==> src/hw/stc_consts.svh <==
// register offsets, field positions, reset values and timing constants of the timer
`ifndef STC_CONSTS_SVH
`define STC_CONSTS_SVH

`define STC_ADDR_W 8
`define STC_A_CTRL0 8'h00
`define STC_A_CTRL1 8'h04
`define STC_A_CNT_LO 8'h08
`define STC_A_CNT_HI 8'h0c
`define STC_A_CMPA_LO 8'h10
`define STC_A_CMPA_HI 8'h14
`define STC_A_STATUS 8'h18

`define STC_CTRL0_RST 8'h00
`define STC_CTRL1_RST 8'h00
`define STC_CMPA_RST 10'h000
`define STC_COUNT_ZERO 10'h000
`define STC_COUNT_ONE 10'h001
`define STC_COUNT_MAX 10'h3ff
`define STC_LOW_ZERO 7'h00
`define STC_PERIOD_FULL 3'h0

`define STC_MODE_CMP 2'h0
`define STC_MODE_CAP 2'h1
`define STC_MODE_PWM 2'h2
`define STC_MODE_TMR 2'h3

`define STC_IO_0 2'h0
`define STC_IO_1 2'h1
`define STC_IO_2 2'h2
`define STC_IO_3 2'h3

`define STC_CK_SYS_DIV4 3'h0
`define STC_CK_SYS 3'h1
`define STC_CK_H_DIV16 3'h2
`define STC_CK_H_DIV64 3'h3
`define STC_CK_SUB_A 3'h4
`define STC_CK_SUB_B 3'h5
`define STC_CK_EXT_RISE 3'h6
`define STC_CK_EXT_FALL 3'h7

`define STC_PRE_W 6
`define STC_PRE_DIV4 2'h3
`define STC_PRE_DIV16 4'hf
`define STC_PRE_DIV64 6'h3f
`define STC_PRE_ONE 6'h01
`define STC_PRE_ZERO 6'h00

`define STC_ST_FLAG_A 0
`define STC_ST_FLAG_P 1
`define STC_ST_LEVEL 2
`define STC_ST_RUN 3

`endif

==> src/hw/stc_pkg.sv <==
// types shared by the timer modules
package stc_pkg;

	typedef logic [9:0] stc_count_t;

	typedef struct packed {
		logic pause;
		logic [2:0] clk_sel;
		logic run;
		logic [2:0] period;
	} stc_ctrl0_t;

	typedef struct packed {
		logic [1:0] mode;
		logic [1:0] pin_fn;
		logic out_ctrl;
		logic polarity;
		logic duty_sel;
		logic clear_sel;
	} stc_ctrl1_t;

	typedef enum logic {
		STC_BUS_IDLE,
		STC_BUS_DATA
	} stc_bus_state_t;

endpackage : stc_pkg

==> src/hw/stc_tick_if.sv <==
// clock selection and count tick between the timer core and its clock generator
`timescale 1ns/100ps
interface stc_tick_if;
	logic [2:0] sel;
	logic ext_rise;
	logic ext_fall;
	logic sub_rise;
	logic tick;

	modport gen (
		input sel,
		input ext_rise,
		input ext_fall,
		input sub_rise,
		output tick
	);

	modport core (
		output sel,
		output ext_rise,
		output ext_fall,
		output sub_rise,
		input tick
	);
endinterface : stc_tick_if

==> src/hw/stc_clkgen.sv <==
// timer clock source selection and prescaler, producing a one-cycle count tick
`timescale 1ns/100ps
`include "stc_consts.svh"
module stc_clkgen (
	input wire logic clk_i,
	input wire logic rst_n_i,
	stc_tick_if.gen tick_if
);
	logic [`STC_PRE_W-1:0] pre_reg;
	logic tick_next;
	logic tick_reg;

	// high internal clock is taken as the system clock here, so one prescaler serves both
	always_ff @(posedge clk_i or negedge rst_n_i) begin
		if (!rst_n_i) begin
			pre_reg <= `STC_PRE_ZERO;
		end else begin
			pre_reg <= pre_reg + `STC_PRE_ONE;
		end
	end

	always_comb begin // [RULE8] [RULE21] [RULE9]
		case (tick_if.sel)
			`STC_CK_SYS_DIV4: tick_next = (pre_reg[1:0] == `STC_PRE_DIV4);
			`STC_CK_SYS: tick_next = 1'b1;
			`STC_CK_H_DIV16: tick_next = (pre_reg[3:0] == `STC_PRE_DIV16);
			`STC_CK_H_DIV64: tick_next = (pre_reg == `STC_PRE_DIV64);
			`STC_CK_SUB_A: tick_next = tick_if.sub_rise;
			`STC_CK_SUB_B: tick_next = tick_if.sub_rise;
			`STC_CK_EXT_RISE: tick_next = tick_if.ext_rise;
			`STC_CK_EXT_FALL: tick_next = tick_if.ext_fall;
			default: tick_next = 1'b0;
		endcase
	end

	always_ff @(posedge clk_i or negedge rst_n_i) begin
		if (!rst_n_i) begin
			tick_reg <= 1'b0;
		end else begin
			tick_reg <= tick_next;
		end
	end

	assign tick_if.tick = tick_reg;

endmodule : stc_clkgen

==> src/hw/stc_top.sv <==
// ten-bit standard timer core with an ahb-lite register slave
//
// Contract
// [RULE1] ten-bit up-counter advances once per selected timer clock, wraps on overflow
// [RULE2] period value is compared with the counter's top three bits only
// [RULE3] compare A value is compared with all ten counter bits
// [RULE4] two interrupt requests: compare A match and period match
// [RULE5] a compare match may clear the counter and change the output pin
// [RULE6] software cannot load the counter; run rising edge clears it
// [RULE7] overflow or selected match clears the counter and raises its request
// [RULE8] counter clock: divided system, divided high, sub clock or external pin
// [RULE9] external pin counts on rising or falling edge as configured
// [RULE10] external clock pin triggers the single pulse
// [RULE11] capture on rising, falling or both edges per pin function field
// [RULE12] second output pin is always the inverse of the primary output
// [RULE13] compare output mode sets high, sets low or toggles on match
// [RULE14] pwm waveform appears on the same output pin pair
// [RULE15] high bytes direct; low bytes via shared buffer moved on high access
// [RULE16] low write fills buffer; high write stores high and copies buffer low
// [RULE17] high read returns high and latches low into buffer; low read returns buffer
// [RULE18] software writes low then high, reads high then low
// [RULE19] five modes: compare, timer, capture, single pulse and pwm
// [RULE20] software routes the pin-shared functions before using the pins
// [RULE21] clock select codes map to the eight documented sources
// [RULE22] period zero gives 1024 clocks, otherwise value times 128 clocks
// [RULE23] mode field: 00 compare, 01 capture, 10 pwm or pulse, 11 timer
// [RULE24] run falling edge stops and holds the counter until run returns
// [RULE25] each request is a sticky flag kept until software clears it
//
// Added by the designer: register access over AHB-Lite and the register offsets.
`timescale 1ns/100ps
`include "stc_consts.svh"
module stc_top (
	input wire logic clk_i,
	input wire logic rst_b_i,
	input wire logic hsel_i,
	input wire logic [31:0] haddr_i,
	input wire logic [1:0] htrans_i,
	input wire logic hwrite_i,
	input wire logic [2:0] hsize_i,
	input wire logic [31:0] hwdata_i,
	input wire logic hready_i,
	output logic [31:0] hrdata_o,
	output logic hreadyout_o,
	output logic hresp_o,
	input wire logic ext_clock_pin_i,
	input wire logic capture_in_pin_i,
	input wire logic sub_clock_i,
	output logic timer_out_pin_o,
	output logic timer_out_inv_pin_o,
	output logic irq_cmp_a_o,
	output logic irq_period_o
);
	localparam int NPIN = 3;

	// reset release
	logic rst_q1_reg;
	logic rst_q2_reg;
	logic rst_n;

	always_ff @(posedge clk_i or negedge rst_b_i) begin
		if (!rst_b_i) begin
			rst_q1_reg <= 1'b0;
			rst_q2_reg <= 1'b0;
		end else begin
			rst_q1_reg <= 1'b1;
			rst_q2_reg <= rst_q1_reg;
		end
	end

	assign rst_n = rst_q2_reg;

	// pin synchronisers: bit 0 external clock, bit 1 capture, bit 2 sub clock
	logic [NPIN-1:0] pin_raw;
	logic [NPIN-1:0] pin_q1_reg;
	logic [NPIN-1:0] pin_q2_reg;
	logic [NPIN-1:0] pin_q3_reg;
	logic [NPIN-1:0] pin_rise;
	logic [NPIN-1:0] pin_fall;

	assign pin_raw = {sub_clock_i, capture_in_pin_i, ext_clock_pin_i};

	genvar gp;
	generate
		for (gp = 0; gp < NPIN; gp++) begin : g_pin
			always_ff @(posedge clk_i or negedge rst_n) begin
				if (!rst_n) begin
					pin_q1_reg[gp] <= 1'b0;
					pin_q2_reg[gp] <= 1'b0;
					pin_q3_reg[gp] <= 1'b0;
				end else begin
					pin_q1_reg[gp] <= pin_raw[gp];
					pin_q2_reg[gp] <= pin_q1_reg[gp];
					pin_q3_reg[gp] <= pin_q2_reg[gp];
				end
			end
			assign pin_rise[gp] = pin_q2_reg[gp] & ~pin_q3_reg[gp];
			assign pin_fall[gp] = ~pin_q2_reg[gp] & pin_q3_reg[gp];
		end
	endgenerate

	// control and compare storage
	stc_pkg::stc_ctrl0_t ctrl0_reg;
	stc_pkg::stc_ctrl1_t ctrl1_reg;
	stc_pkg::stc_count_t cnt_reg;
	stc_pkg::stc_count_t cmpa_reg;
	logic [7:0] low_buf_reg;
	logic run_prev_reg;
	logic flag_a_reg;
	logic flag_p_reg;
	logic out_level_reg;
	logic pulse_reg;

	// clock generator
	stc_tick_if tick_bus ();

	assign tick_bus.sel = ctrl0_reg.clk_sel;
	assign tick_bus.ext_rise = pin_rise[0];
	assign tick_bus.ext_fall = pin_fall[0];
	assign tick_bus.sub_rise = pin_rise[2];

	stc_clkgen u_clkgen (
		.clk_i(clk_i),
		.rst_n_i(rst_n),
		.tick_if(tick_bus.gen)
	);

	// counter control
	logic run_rise;
	logic count_en;
	logic step;
	stc_pkg::stc_count_t cnt_inc;
	logic p_hit;
	logic a_hit;
	logic p_evt;
	logic a_evt;
	logic cap_evt;
	logic is_pulse_mode;
	logic pulse_trig;

	assign run_rise = ctrl0_reg.run & ~run_prev_reg; // [RULE6]
	assign count_en = ctrl0_reg.run & ~ctrl0_reg.pause; // [RULE24]
	assign step = tick_bus.tick & count_en;
	assign cnt_inc = cnt_reg + `STC_COUNT_ONE; // [RULE1]
	assign is_pulse_mode = (ctrl1_reg.mode == `STC_MODE_PWM) && (ctrl1_reg.pin_fn == `STC_IO_3);

	// period zero lets the counter run the full 1024 clocks to overflow
	always_comb begin // [RULE2] [RULE22]
		if (ctrl0_reg.period == `STC_PERIOD_FULL) begin
			p_hit = (cnt_reg == `STC_COUNT_MAX);
		end else begin
			p_hit = (cnt_inc[9:7] == ctrl0_reg.period) && (cnt_inc[6:0] == `STC_LOW_ZERO);
		end
	end

	// capture mode reuses compare A as the capture register, so no A match there
	assign a_hit = (cnt_inc == cmpa_reg) && (ctrl1_reg.mode != `STC_MODE_CAP); // [RULE3]
	assign p_evt = step & p_hit;
	assign a_evt = step & a_hit;

	always_comb begin // [RULE11]
		cap_evt = 1'b0;
		if (ctrl1_reg.mode == `STC_MODE_CAP && count_en) begin
			case (ctrl1_reg.pin_fn)
				`STC_IO_0: cap_evt = pin_rise[1];
				`STC_IO_1: cap_evt = pin_fall[1];
				`STC_IO_2: cap_evt = pin_rise[1] | pin_fall[1];
				default: cap_evt = 1'b0;
			endcase
		end
	end

	assign pulse_trig = is_pulse_mode && count_en && pin_rise[0] && !pulse_reg; // [RULE10]

	always_ff @(posedge clk_i or negedge rst_n) begin
		if (!rst_n) begin
			run_prev_reg <= 1'b0;
		end else begin
			run_prev_reg <= ctrl0_reg.run;
		end
	end

	// clear on run rise wins over counting in the same cycle
	always_ff @(posedge clk_i or negedge rst_n) begin
		if (!rst_n) begin
			cnt_reg <= `STC_COUNT_ZERO;
		end else if (run_rise || pulse_trig) begin
			cnt_reg <= `STC_COUNT_ZERO; // [RULE6] [RULE10]
		end else if (step) begin
			if (ctrl1_reg.clear_sel ? a_hit : p_hit) begin
				cnt_reg <= `STC_COUNT_ZERO; // [RULE5] [RULE7]
			end else begin
				cnt_reg <= cnt_inc; // [RULE1]
			end
		end
	end

	// sticky requests; a hardware set beats a software clear
	logic clr_a;
	logic clr_p;

	always_ff @(posedge clk_i or negedge rst_n) begin
		if (!rst_n) begin
			flag_a_reg <= 1'b0;
		end else if (a_evt || cap_evt) begin
			flag_a_reg <= 1'b1; // [RULE4] [RULE25] [RULE7]
		end else if (clr_a) begin
			flag_a_reg <= 1'b0;
		end
	end

	always_ff @(posedge clk_i or negedge rst_n) begin
		if (!rst_n) begin
			flag_p_reg <= 1'b0;
		end else if (p_evt) begin
			flag_p_reg <= 1'b1; // [RULE4] [RULE25] [RULE7]
		end else if (clr_p) begin
			flag_p_reg <= 1'b0;
		end
	end

	// single pulse: starts on trigger or run rise, ends at compare A match
	always_ff @(posedge clk_i or negedge rst_n) begin
		if (!rst_n) begin
			pulse_reg <= 1'b0;
		end else if (!is_pulse_mode || !ctrl0_reg.run) begin
			pulse_reg <= 1'b0;
		end else if (a_evt) begin
			pulse_reg <= 1'b0;
		end else if (run_rise || pulse_trig) begin
			pulse_reg <= 1'b1; // [RULE10]
		end
	end

	// output level before polarity; timer mode simply holds it
	logic pwm_active;

	assign pwm_active = (cnt_reg < cmpa_reg);

	always_ff @(posedge clk_i or negedge rst_n) begin // [RULE19] [RULE23]
		if (!rst_n) begin
			out_level_reg <= 1'b0;
		end else if (run_rise) begin
			out_level_reg <= (ctrl1_reg.mode == `STC_MODE_PWM) ? ~ctrl1_reg.out_ctrl
				: ctrl1_reg.out_ctrl;
		end else begin
			case (ctrl1_reg.mode)
				`STC_MODE_CMP: begin
					if (a_evt) begin
						case (ctrl1_reg.pin_fn) // [RULE13] [RULE5]
							`STC_IO_1: out_level_reg <= 1'b0;
							`STC_IO_2: out_level_reg <= 1'b1;
							`STC_IO_3: out_level_reg <= ~out_level_reg;
							default: out_level_reg <= out_level_reg;
						endcase
					end
				end
				`STC_MODE_PWM: begin
					case (ctrl1_reg.pin_fn) // [RULE14]
						`STC_IO_0: out_level_reg <= ~ctrl1_reg.out_ctrl;
						`STC_IO_1: out_level_reg <= ctrl1_reg.out_ctrl;
						`STC_IO_2: out_level_reg <= ctrl0_reg.run
							? (pwm_active ~^ ctrl1_reg.out_ctrl) : out_level_reg;
						default: out_level_reg <= pulse_reg ~^ ctrl1_reg.out_ctrl;
					endcase
				end
				default: out_level_reg <= out_level_reg;
			endcase
		end
	end

	always_ff @(posedge clk_i or negedge rst_n) begin
		if (!rst_n) begin
			timer_out_pin_o <= 1'b0;
			timer_out_inv_pin_o <= 1'b1;
		end else begin
			timer_out_pin_o <= out_level_reg ^ ctrl1_reg.polarity; // [RULE14]
			timer_out_inv_pin_o <= ~(out_level_reg ^ ctrl1_reg.polarity); // [RULE12]
		end
	end

	always_ff @(posedge clk_i or negedge rst_n) begin
		if (!rst_n) begin
			irq_cmp_a_o <= 1'b0;
			irq_period_o <= 1'b0;
		end else begin
			irq_cmp_a_o <= flag_a_reg; // [RULE4]
			irq_period_o <= flag_p_reg; // [RULE4]
		end
	end

	// ahb-lite slave: one wait state per transfer, so a read sees any earlier write
	stc_pkg::stc_bus_state_t bus_state_reg;
	logic [`STC_ADDR_W-1:0] addr_reg;
	logic write_reg;
	logic take;
	logic data_wr;
	logic data_rd;

	assign take = hsel_i & htrans_i[1] & hready_i;
	assign data_wr = (bus_state_reg == stc_pkg::STC_BUS_DATA) & write_reg;
	assign data_rd = (bus_state_reg == stc_pkg::STC_BUS_DATA) & ~write_reg;
	assign clr_a = data_wr && addr_reg == `STC_A_STATUS && hwdata_i[`STC_ST_FLAG_A];
	assign clr_p = data_wr && addr_reg == `STC_A_STATUS && hwdata_i[`STC_ST_FLAG_P];

	always_ff @(posedge clk_i or negedge rst_n) begin
		if (!rst_n) begin
			bus_state_reg <= stc_pkg::STC_BUS_IDLE;
			addr_reg <= '0;
			write_reg <= 1'b0;
			hreadyout_o <= 1'b1;
		end else begin
			case (bus_state_reg)
				stc_pkg::STC_BUS_IDLE: begin
					if (take) begin
						bus_state_reg <= stc_pkg::STC_BUS_DATA;
						addr_reg <= haddr_i[`STC_ADDR_W-1:0];
						write_reg <= hwrite_i;
						hreadyout_o <= 1'b0;
					end
				end
				stc_pkg::STC_BUS_DATA: begin
					bus_state_reg <= stc_pkg::STC_BUS_IDLE;
					hreadyout_o <= 1'b1;
				end
				default: begin
					bus_state_reg <= stc_pkg::STC_BUS_IDLE;
					hreadyout_o <= 1'b1;
				end
			endcase
		end
	end

	always_ff @(posedge clk_i or negedge rst_n) begin
		if (!rst_n) begin
			hresp_o <= 1'b0;
		end else begin
			hresp_o <= 1'b0;
		end
	end

	// control writes; mode changes are only safe with the counter stopped
	always_ff @(posedge clk_i or negedge rst_n) begin
		if (!rst_n) begin
			ctrl0_reg <= `STC_CTRL0_RST;
			ctrl1_reg <= `STC_CTRL1_RST;
		end else if (data_wr) begin
			if (addr_reg == `STC_A_CTRL0) begin
				ctrl0_reg <= hwdata_i[7:0]; // [RULE8] [RULE24]
			end
			if (addr_reg == `STC_A_CTRL1) begin
				ctrl1_reg <= hwdata_i[7:0]; // [RULE23]
			end
		end
	end

	// compare A: high write pulls the buffer in; capture loads the live count
	always_ff @(posedge clk_i or negedge rst_n) begin
		if (!rst_n) begin
			cmpa_reg <= `STC_CMPA_RST;
		end else if (cap_evt) begin
			cmpa_reg <= cnt_reg; // [RULE11]
		end else if (data_wr && addr_reg == `STC_A_CMPA_HI) begin
			cmpa_reg <= {hwdata_i[1:0], low_buf_reg}; // [RULE16]
		end
	end

	// shared low-byte buffer; counter low writes are dropped, the counter is read only
	always_ff @(posedge clk_i or negedge rst_n) begin
		if (!rst_n) begin
			low_buf_reg <= 8'h00;
		end else if (data_wr && addr_reg == `STC_A_CMPA_LO) begin
			low_buf_reg <= hwdata_i[7:0]; // [RULE15] [RULE16]
		end else if (data_rd && addr_reg == `STC_A_CNT_HI) begin
			low_buf_reg <= cnt_reg[7:0]; // [RULE17]
		end else if (data_rd && addr_reg == `STC_A_CMPA_HI) begin
			low_buf_reg <= cmpa_reg[7:0]; // [RULE17]
		end
	end

	always_ff @(posedge clk_i or negedge rst_n) begin
		if (!rst_n) begin
			hrdata_o <= 32'h0000_0000;
		end else if (data_rd) begin
			case (addr_reg)
				`STC_A_CTRL0: hrdata_o <= {24'h00_0000, ctrl0_reg};
				`STC_A_CTRL1: hrdata_o <= {24'h00_0000, ctrl1_reg};
				`STC_A_CNT_LO: hrdata_o <= {24'h00_0000, low_buf_reg}; // [RULE17]
				`STC_A_CNT_HI: hrdata_o <= {30'h0000_0000, cnt_reg[9:8]}; // [RULE15]
				`STC_A_CMPA_LO: hrdata_o <= {24'h00_0000, low_buf_reg}; // [RULE17]
				`STC_A_CMPA_HI: hrdata_o <= {30'h0000_0000, cmpa_reg[9:8]}; // [RULE15]
				`STC_A_STATUS: hrdata_o <= {28'h000_0000, ctrl0_reg.run, out_level_reg,
					flag_p_reg, flag_a_reg};
				default: hrdata_o <= 32'h0000_0000;
			endcase
		end
	end

endmodule : stc_top

==> config.mk <==
export PLATFORM = sky130hd
export DESIGN_NAME = stc_top
export DESIGN_NICKNAME = d
export VERILOG_FILES = /design/src/hw/stc_pkg.sv /design/src/hw/stc_tick_if.sv /design/src/hw/stc_clkgen.sv /design/src/hw/stc_top.sv
export VERILOG_INCLUDE_DIRS = /design/src /design/src/hw
export SDC_FILE = /design/constraint.sdc
export NUM_CORES = 1
export LEC_CHECK = 0
export BUFFER_PORTS_ARGS = -buffer_cell sky130_fd_sc_hd__buf_4
export CORE_UTILIZATION = 50
export CTS_CLUSTER_SIZE = 25
export DETAILED_ROUTE_END_ITERATION = 6
export PLACE_DENSITY_LB_ADDON = 0.05
export SYNTH_ARGS = -nofsm -noshare
export SYNTH_HDL_FRONTEND = slang
export SYNTH_SLANG_ARGS = --single-unit
==> constraint.sdc <==
create_clock -name clk_i -period 4.1 [get_ports clk_i]
set_input_delay 0.41 -clock clk_i [delete_from_list [all_inputs] [get_ports clk_i]]
set_output_delay 0.41 -clock clk_i [all_outputs]
set_load 0.005 [all_outputs]
== After elaboration in Yosys (flattened, before gate mapping) ==
Cells that the tools add are included.

* ROM bits: 0
* Register bits after elaboration: 114
* Latch bits: 0
* Bits in writable memories: 0
* Word-level logic and storage cells: 173
* Output and inout bits: 38
* Memories kept: 0

* Equality and inequality tests: 29
* Multiplexer cells: 32
* Divide/modulo/power cells: 0
* Multiply operators: 0
* Add/subtract/negate cells: 2
* $lt $le $gt $ge: 1
* Bitwise logic cells: 30
* Shift operators: 0
* Reduce and logical (&&, ||, !) cells: 39

{| class="wikitable"
|+ Operators with widths
! operator !! count
|-
| 10-bit 2-to-1 mux || 5
|-
| 8-bit one-hot mux with 6 select lines || 1
|-
| 8-bit by 5-bit equality test with 1-bit output, second input constant || 3
|-
| 8-bit 2-to-1 mux || 3
|-
| 8-bit by 4-bit equality test with 1-bit output, second input constant || 2
|-
| 1-bit 2-to-1 mux || 16
|-
| 1-bit bitwise AND || 14
|-
| 1-bit logical AND || 14
|-
| 3-bit equality test, second input constant || 4
|-
| 1-bit inverter || 12
|-
| 10-bit by 1-bit adder with 10-bit output, second input constant || 1
|-
| 10-bit equality test || 1
|-
| 10-bit equality test, second input constant || 1
|-
| 10-bit less-than comparator || 1
|-
| 1-bit one-hot mux with 3 select lines || 3
|-
| 3-bit nonzero test || 3
|-
| 2-bit equality test, second input constant || 4
|-
| 8-bit by 3-bit equality test with 1-bit output, second input constant || 1
|-
| 8-bit logical NOT || 1
|-
| 2-bit nonzero test || 4
|-
| 7-bit logical NOT || 1
|-
| 1-bit one-hot mux with 7 select lines || 1
|-
| 6-bit by 1-bit adder with 6-bit output, second input constant || 1
|-
| 3-bit by 2-bit equality test with 1-bit output, second input constant || 2
|-
| 21 further kinds || 34
|}

== Depth between registers and ports, before layout ==
* Word-level depth: 9
* Depth in mapped cells: 10

== Modules after synthesis ==
A second synthesis with hierarchy kept.

* Cell total of the unflattened synthesis: 571
* Area total of the unflattened synthesis: 5,258.8 sq um

{| class="wikitable"
|+ Modules (own cells, without submodules)
! module !! sequential area each (sq um) !! area each (sq um) !! instances !! cells an instance
|-
| stc_top || 2,079.5 || 4,943.5 || 1 || 544
|-
| stc_clkgen || 175.2 || 315.3 || 1 || 27
|}

== Worst setup path after synthesis ==
Ideal clock, no wire load.

* Path type: register to register
* Start point: register cnt_reg[1]
* End point: register out_level_reg
* Setup time: 128 ps
* Data required time: 3,972 ps
* Slack: 1,751 ps
* Clock period less this slack: 2,349 ps
* Data arrival time: 2,222 ps
* Path buffers: 1
* Cell stages (with the launch flop): 9
* Cells stage by stage: dfrtp_1 -> buf_2 -> nand4_1 -> nor2_1 -> mux2_2 -> nor4_2 -> nand3_2 -> o31ai_2 -> mux2_1

* Longest elaborated chain between the ends: 6

{| class="wikitable"
|+ Ends and longest elaborated chain
! element !! RTL line !! text
|-
| from (decl) || stc_top.sv:105 || <nowiki>stc_pkg::stc_count_t cnt_reg;</nowiki>
|-
| from (signal assigned) || stc_top.sv:186 || <nowiki>cnt_reg <= `STC_COUNT_ZERO;</nowiki>
|-
| from (signal assigned) || stc_top.sv:188 || <nowiki>cnt_reg <= `STC_COUNT_ZERO;</nowiki>
|-
| from (signal assigned) || stc_top.sv:191 || <nowiki>cnt_reg <= `STC_COUNT_ZERO;</nowiki>
|-
| 10-bit by 1-bit adder with 10-bit output (no line) or 10-bit less-than comparator (tied branches) || - ||
|-
| 10-bit equality test or 1-bit bitwise XNOR (tied branches) || stc_top.sv:157, stc_top.sv:263 ||
|-
| 1-bit logical AND or 1-bit 2-to-1 mux (tied branches) || stc_top.sv:157, stc_top.sv:263 ||
|-
| 1-bit bitwise AND or 1-bit one-hot mux with 3 select lines (tied branches) || stc_top.sv:159, stc_top.sv:259 ||
|-
| 3-bit inequality test (no line) or 1-bit one-hot mux with 2 select lines (tied branches) || - ||
|-
| 4-bit AND reduction (no line) or 1-bit 2-to-1 mux (tied branches) || - ||
|-
| to (signal assigned) || stc_top.sv:244 || <nowiki>out_level_reg <= (ctrl1_reg.mode == `STC_MODE_PWM) ? ~ctrl1_reg.out_ctrl</nowiki>
|-
| to (signal assigned) || stc_top.sv:253 || <nowiki>`STC_IO_3: out_level_reg <= ~out_level_reg;</nowiki>
|-
| to (signal assigned) || stc_top.sv:254 || <nowiki>default: out_level_reg <= out_level_reg;</nowiki>
|-
| to (decl) || stc_top.sv:111 || <nowiki>logic out_level_reg;</nowiki>
|}

Several ways; a longest one is shown, not always the timed one. The select of a mux whose other input is x is not followed.
A chain may end at the register's enable or synchronous reset.

== Final worst setup path ==
Ends and elaborated chain as after synthesis.

==> flow_metrics.tcl <==
set metrics [dict create \
    status "finished clean" \
    cp-end-kind "flop" \
    drt_iter0_markers 299 \
    portBuffers 37 \
    path_buf_inv 0 \
    synth_flop_cell "dfrtp_1" \
    critPathMaxFanout 11 \
    slew_viol_final 0 \
    hold_depth 1 \
    tns_ps 0 \
    yosysWarningCount 0 \
    syn_inst 523 \
    rsz0062_at_grt "false" \
    vias 3887 \
    r2r-start "cnt_reg[1]" \
    initial_core_util 0.518 \
    cts_num_sinks 90 \
    power.total_w 0.00213 \
    finalWirelength_um 11500 \
    route.antenna.remaining_nets 0 \
    drv_cap 0 \
    die_area_um2 10600 \
    worst_pin_slew_ps 1100 \
    max_freq_mhz 359 \
    root_buffer "clkbuf_8" \
    synth-seq-area-share 0.443 \
    clkTransAtPathRegs_ps 100 \
    place_hpwl_um 8310 \
    required_ps 4360 \
    chipWidth_um 103 \
    io_pins 115 \
    antenna_found_initial 0 \
    hold_class "in -> reg" \
    grt_pass1_vias 3660 \
    postCtsSetupRepairBufs 0 \
    core_um2 9820 \
    grt.overflow.total 0 \
    tritoncts "built" \
    crit_type "reg -> reg" \
    setup_viol 0 \
    drtPass1Iterations 7 \
    hold_viol_final 0 \
    layout.nets 641 \
    postPlaceCellArea_um2 5330 \
    worstPathArrival_ps 3040 \
    grt_pass1_wl_um 18800 \
    skew_ps 8.76 \
    holdPathEnd "pin_q1_reg[1]" \
    wl_per_cell_um 16.8 \
    ir_drop_mv 0.227 \
    via_per_inst 5.66 \
    powerDensity_nw_per_um2 386 \
    cp_cell_sequence "ha_1 > nand3_1 > xnor2_1 > o211ai_1 > nor4_2 > nand3_2 > o31ai_2 > mux2_1" \
    rows 36 \
    min_period_over_period 0.679 \
    die_y_um 103 \
    cts_buffer_depth 2 \
    place_congestion 0.842 \
    nFillCells 940 \
    cp_slowest_cell "dfrtp_1" \
    relSlewSlack 0.267 \
    post-route-drc-count 0 \
    start_kind "flop" \
    leakagePower_nw 2.55 \
    critPathMaxStageDelay_ps 630 \
    htreeDepth 3 \
    r2r_cells 8 \
    synthArstFlopShare 1.00 \
    grt_max_degree 89 \
    insertion_delay_ps 380 \
    syn2layout_area_growth_pct 8.74 \
    synth_edf_count 0 \
    r2r_slack_ps 1320 \
    final_core_util 0.563 \
    crit_family "simple AND/OR/NAND/NOR gates" \
    insertedDiodeCount 0 \
    grt.total_usage 0.238 \
    yosys.cell_types.count 67 \
    syn_avg_cell_area_um2 9.72 \
    cts_buffers 9 \
    ys_ff_latch 90 \
    drive_gt1_frac 0.153 \
    holdCritStartpoint "capture_in_pin_i" \
    synth_area_um2 5080 \
    register_area_um2 2260 \
    r2r-end "out_level_reg" \
    multi_input_area_um2 2540 \
    fin_area_um2 5530 \
    period_needed_ps 2780 \
]
[stage by stage]
| stage | instances | worst slack (ps) | hold WS, ps |
|---|---|---|---|
| 6_report | 687 | 1320 | 130 |
| 5_1_grt | 687 | 1130 | 114 |
| 4_1_cts | 687 | 1310 | 114 |
| 3_5_place_dp | 670 | 1360 | 193 |
| 3_3_place_gp | 670 | 1380 | 192 |
| 2_1_floorplan | 547 | 1410 | 114 |
[Yosys cell counts (all sizes together), types with 3 or more instances]
library cell	count	area [um2]
nor2b	11	68.8
mux2	19	214
inv	19	71.3
or3	4	25.0
and2	3	20.0
a222oi	6	60.1
a21o	3	22.5
o21ai	27	135
a22oi	9	67.6
nand2	73	274
nand4	4	25.0
buf	35	255
nor4	3	40.0
nand3	22	128
mux2i	18	180
o211ai	4	30.0
clkbuf	13	48.8
nand2b	3	18.8
dfrtp	88	2200
a31oi	4	40.0
nor3	11	65.1
xnor2	23	201
ha	15	188
xor2	8	77.6
o311ai	3	26.3
nor2	33	124
a21oi	25	125
[area by class of cell]
cell class,instances,area share
clock inverter,7,0.0124
clock buffer,9,0.0224
tap,133,0.0301
inverter,19,0.0129
timing repair buffer,39,0.0534
sequential,90,0.408
multi-input combinational,390,0.460
[cells in the final DEF, fill, tap and decap left out, types with 2 or more instances in the layout]
master      synthesis  final
a211oi_1            2      2
a21o_1              3      3
a21oi_1            25     25
a222oi_1            6      6
a22oi_1             9      9
a31oi_1             3      3
and2_1              2      2
and3_1              2      2
and4_1              2      2
buf_4              27     38
clkbuf_8            0      9
clkinvlp_4          0      2
conb_1              2     26
dfrtp_1            88     87
dfstp_2             2      2
ha_1               15     15
inv_1              19     19
inv_6               0      3
mux2_2             18     18
mux2i_1            18     18
nand2_1            73     73
nand2b_1            3      3
nand3_1            20     20
nand4_1             4      4
nand4b_1            2      2
nor2_1             33     33
nor2b_1            11     11
nor3_1              9      9
nor3_2              2      2
o211ai_1            4      4
o21a_1              2      2
o21ai_0            26     26
o22ai_1             2      2
o311ai_1            2      2
o41ai_1             2      2
or3_1               4      4
or4_1               2      2
xnor2_1            23     23
xor2_1              7      7
[worst max path at each step]
| stage | startpoint | end | slack, ps | cells after the start |
|---|---|---|---|---|
| after floorplan | rst_n | addr_reg[0] | 1410 | 0 |
| after global placement | cnt_reg[5] | out_level_reg | 1380 | 7 |
| after detailed placement | cnt_reg[1] | out_level_reg | 1360 | 8 |
| after CTS | cnt_reg[1] | out_level_reg | 1310 | 8 |
| after global routing | cnt_reg[6] | out_level_reg | 1130 | 7 |
| final | cnt_reg[1] | out_level_reg | 1320 | 8 |
[logic make-up after synthesis]
group / Yosys count / synth area share
AND/OR/NAND/NOR: 180 / 0.175
buffers and inverters: 67 / 0.0738
adder cells (fa/ha/maj): 15 / 0.0369
multiplexers: 37 / 0.0775
AO/OA/AOI/OAI: 100 / 0.132
other: 2 / 0.00148
flip-flops: 90 / 0.443
XOR/XNOR: 32 / 0.0593
[where the power goes]
part           total, W  internal (W)  switching [W]  leakage [nW]
Clock          0.000600      0.000236       0.000365        0.0915
Combinational  0.000389      0.000195       0.000193          1.38
Sequential      0.00114      0.000998       0.000145          1.07
Total           0.00213       0.00143       0.000703          2.55
[repair_timing]
item,in CTS,in global routing
hold endpoints to repair,2,0
hold buffers,1,0
resized for setup,0,0
setup endpoints to repair,0,0
[metal layers]
metal	global-route usage	vias up	part of all wire	routed length [um]
met5	0	-	0	0
met4	0.113	0	0.024	279
met3	0.0319	18	0.033	386
met2	0.374	113	0.47	5440
met1	0.327	1918	0.47	5430
li1	-	1838	-	-
Power figures use the tool's default switching activity.
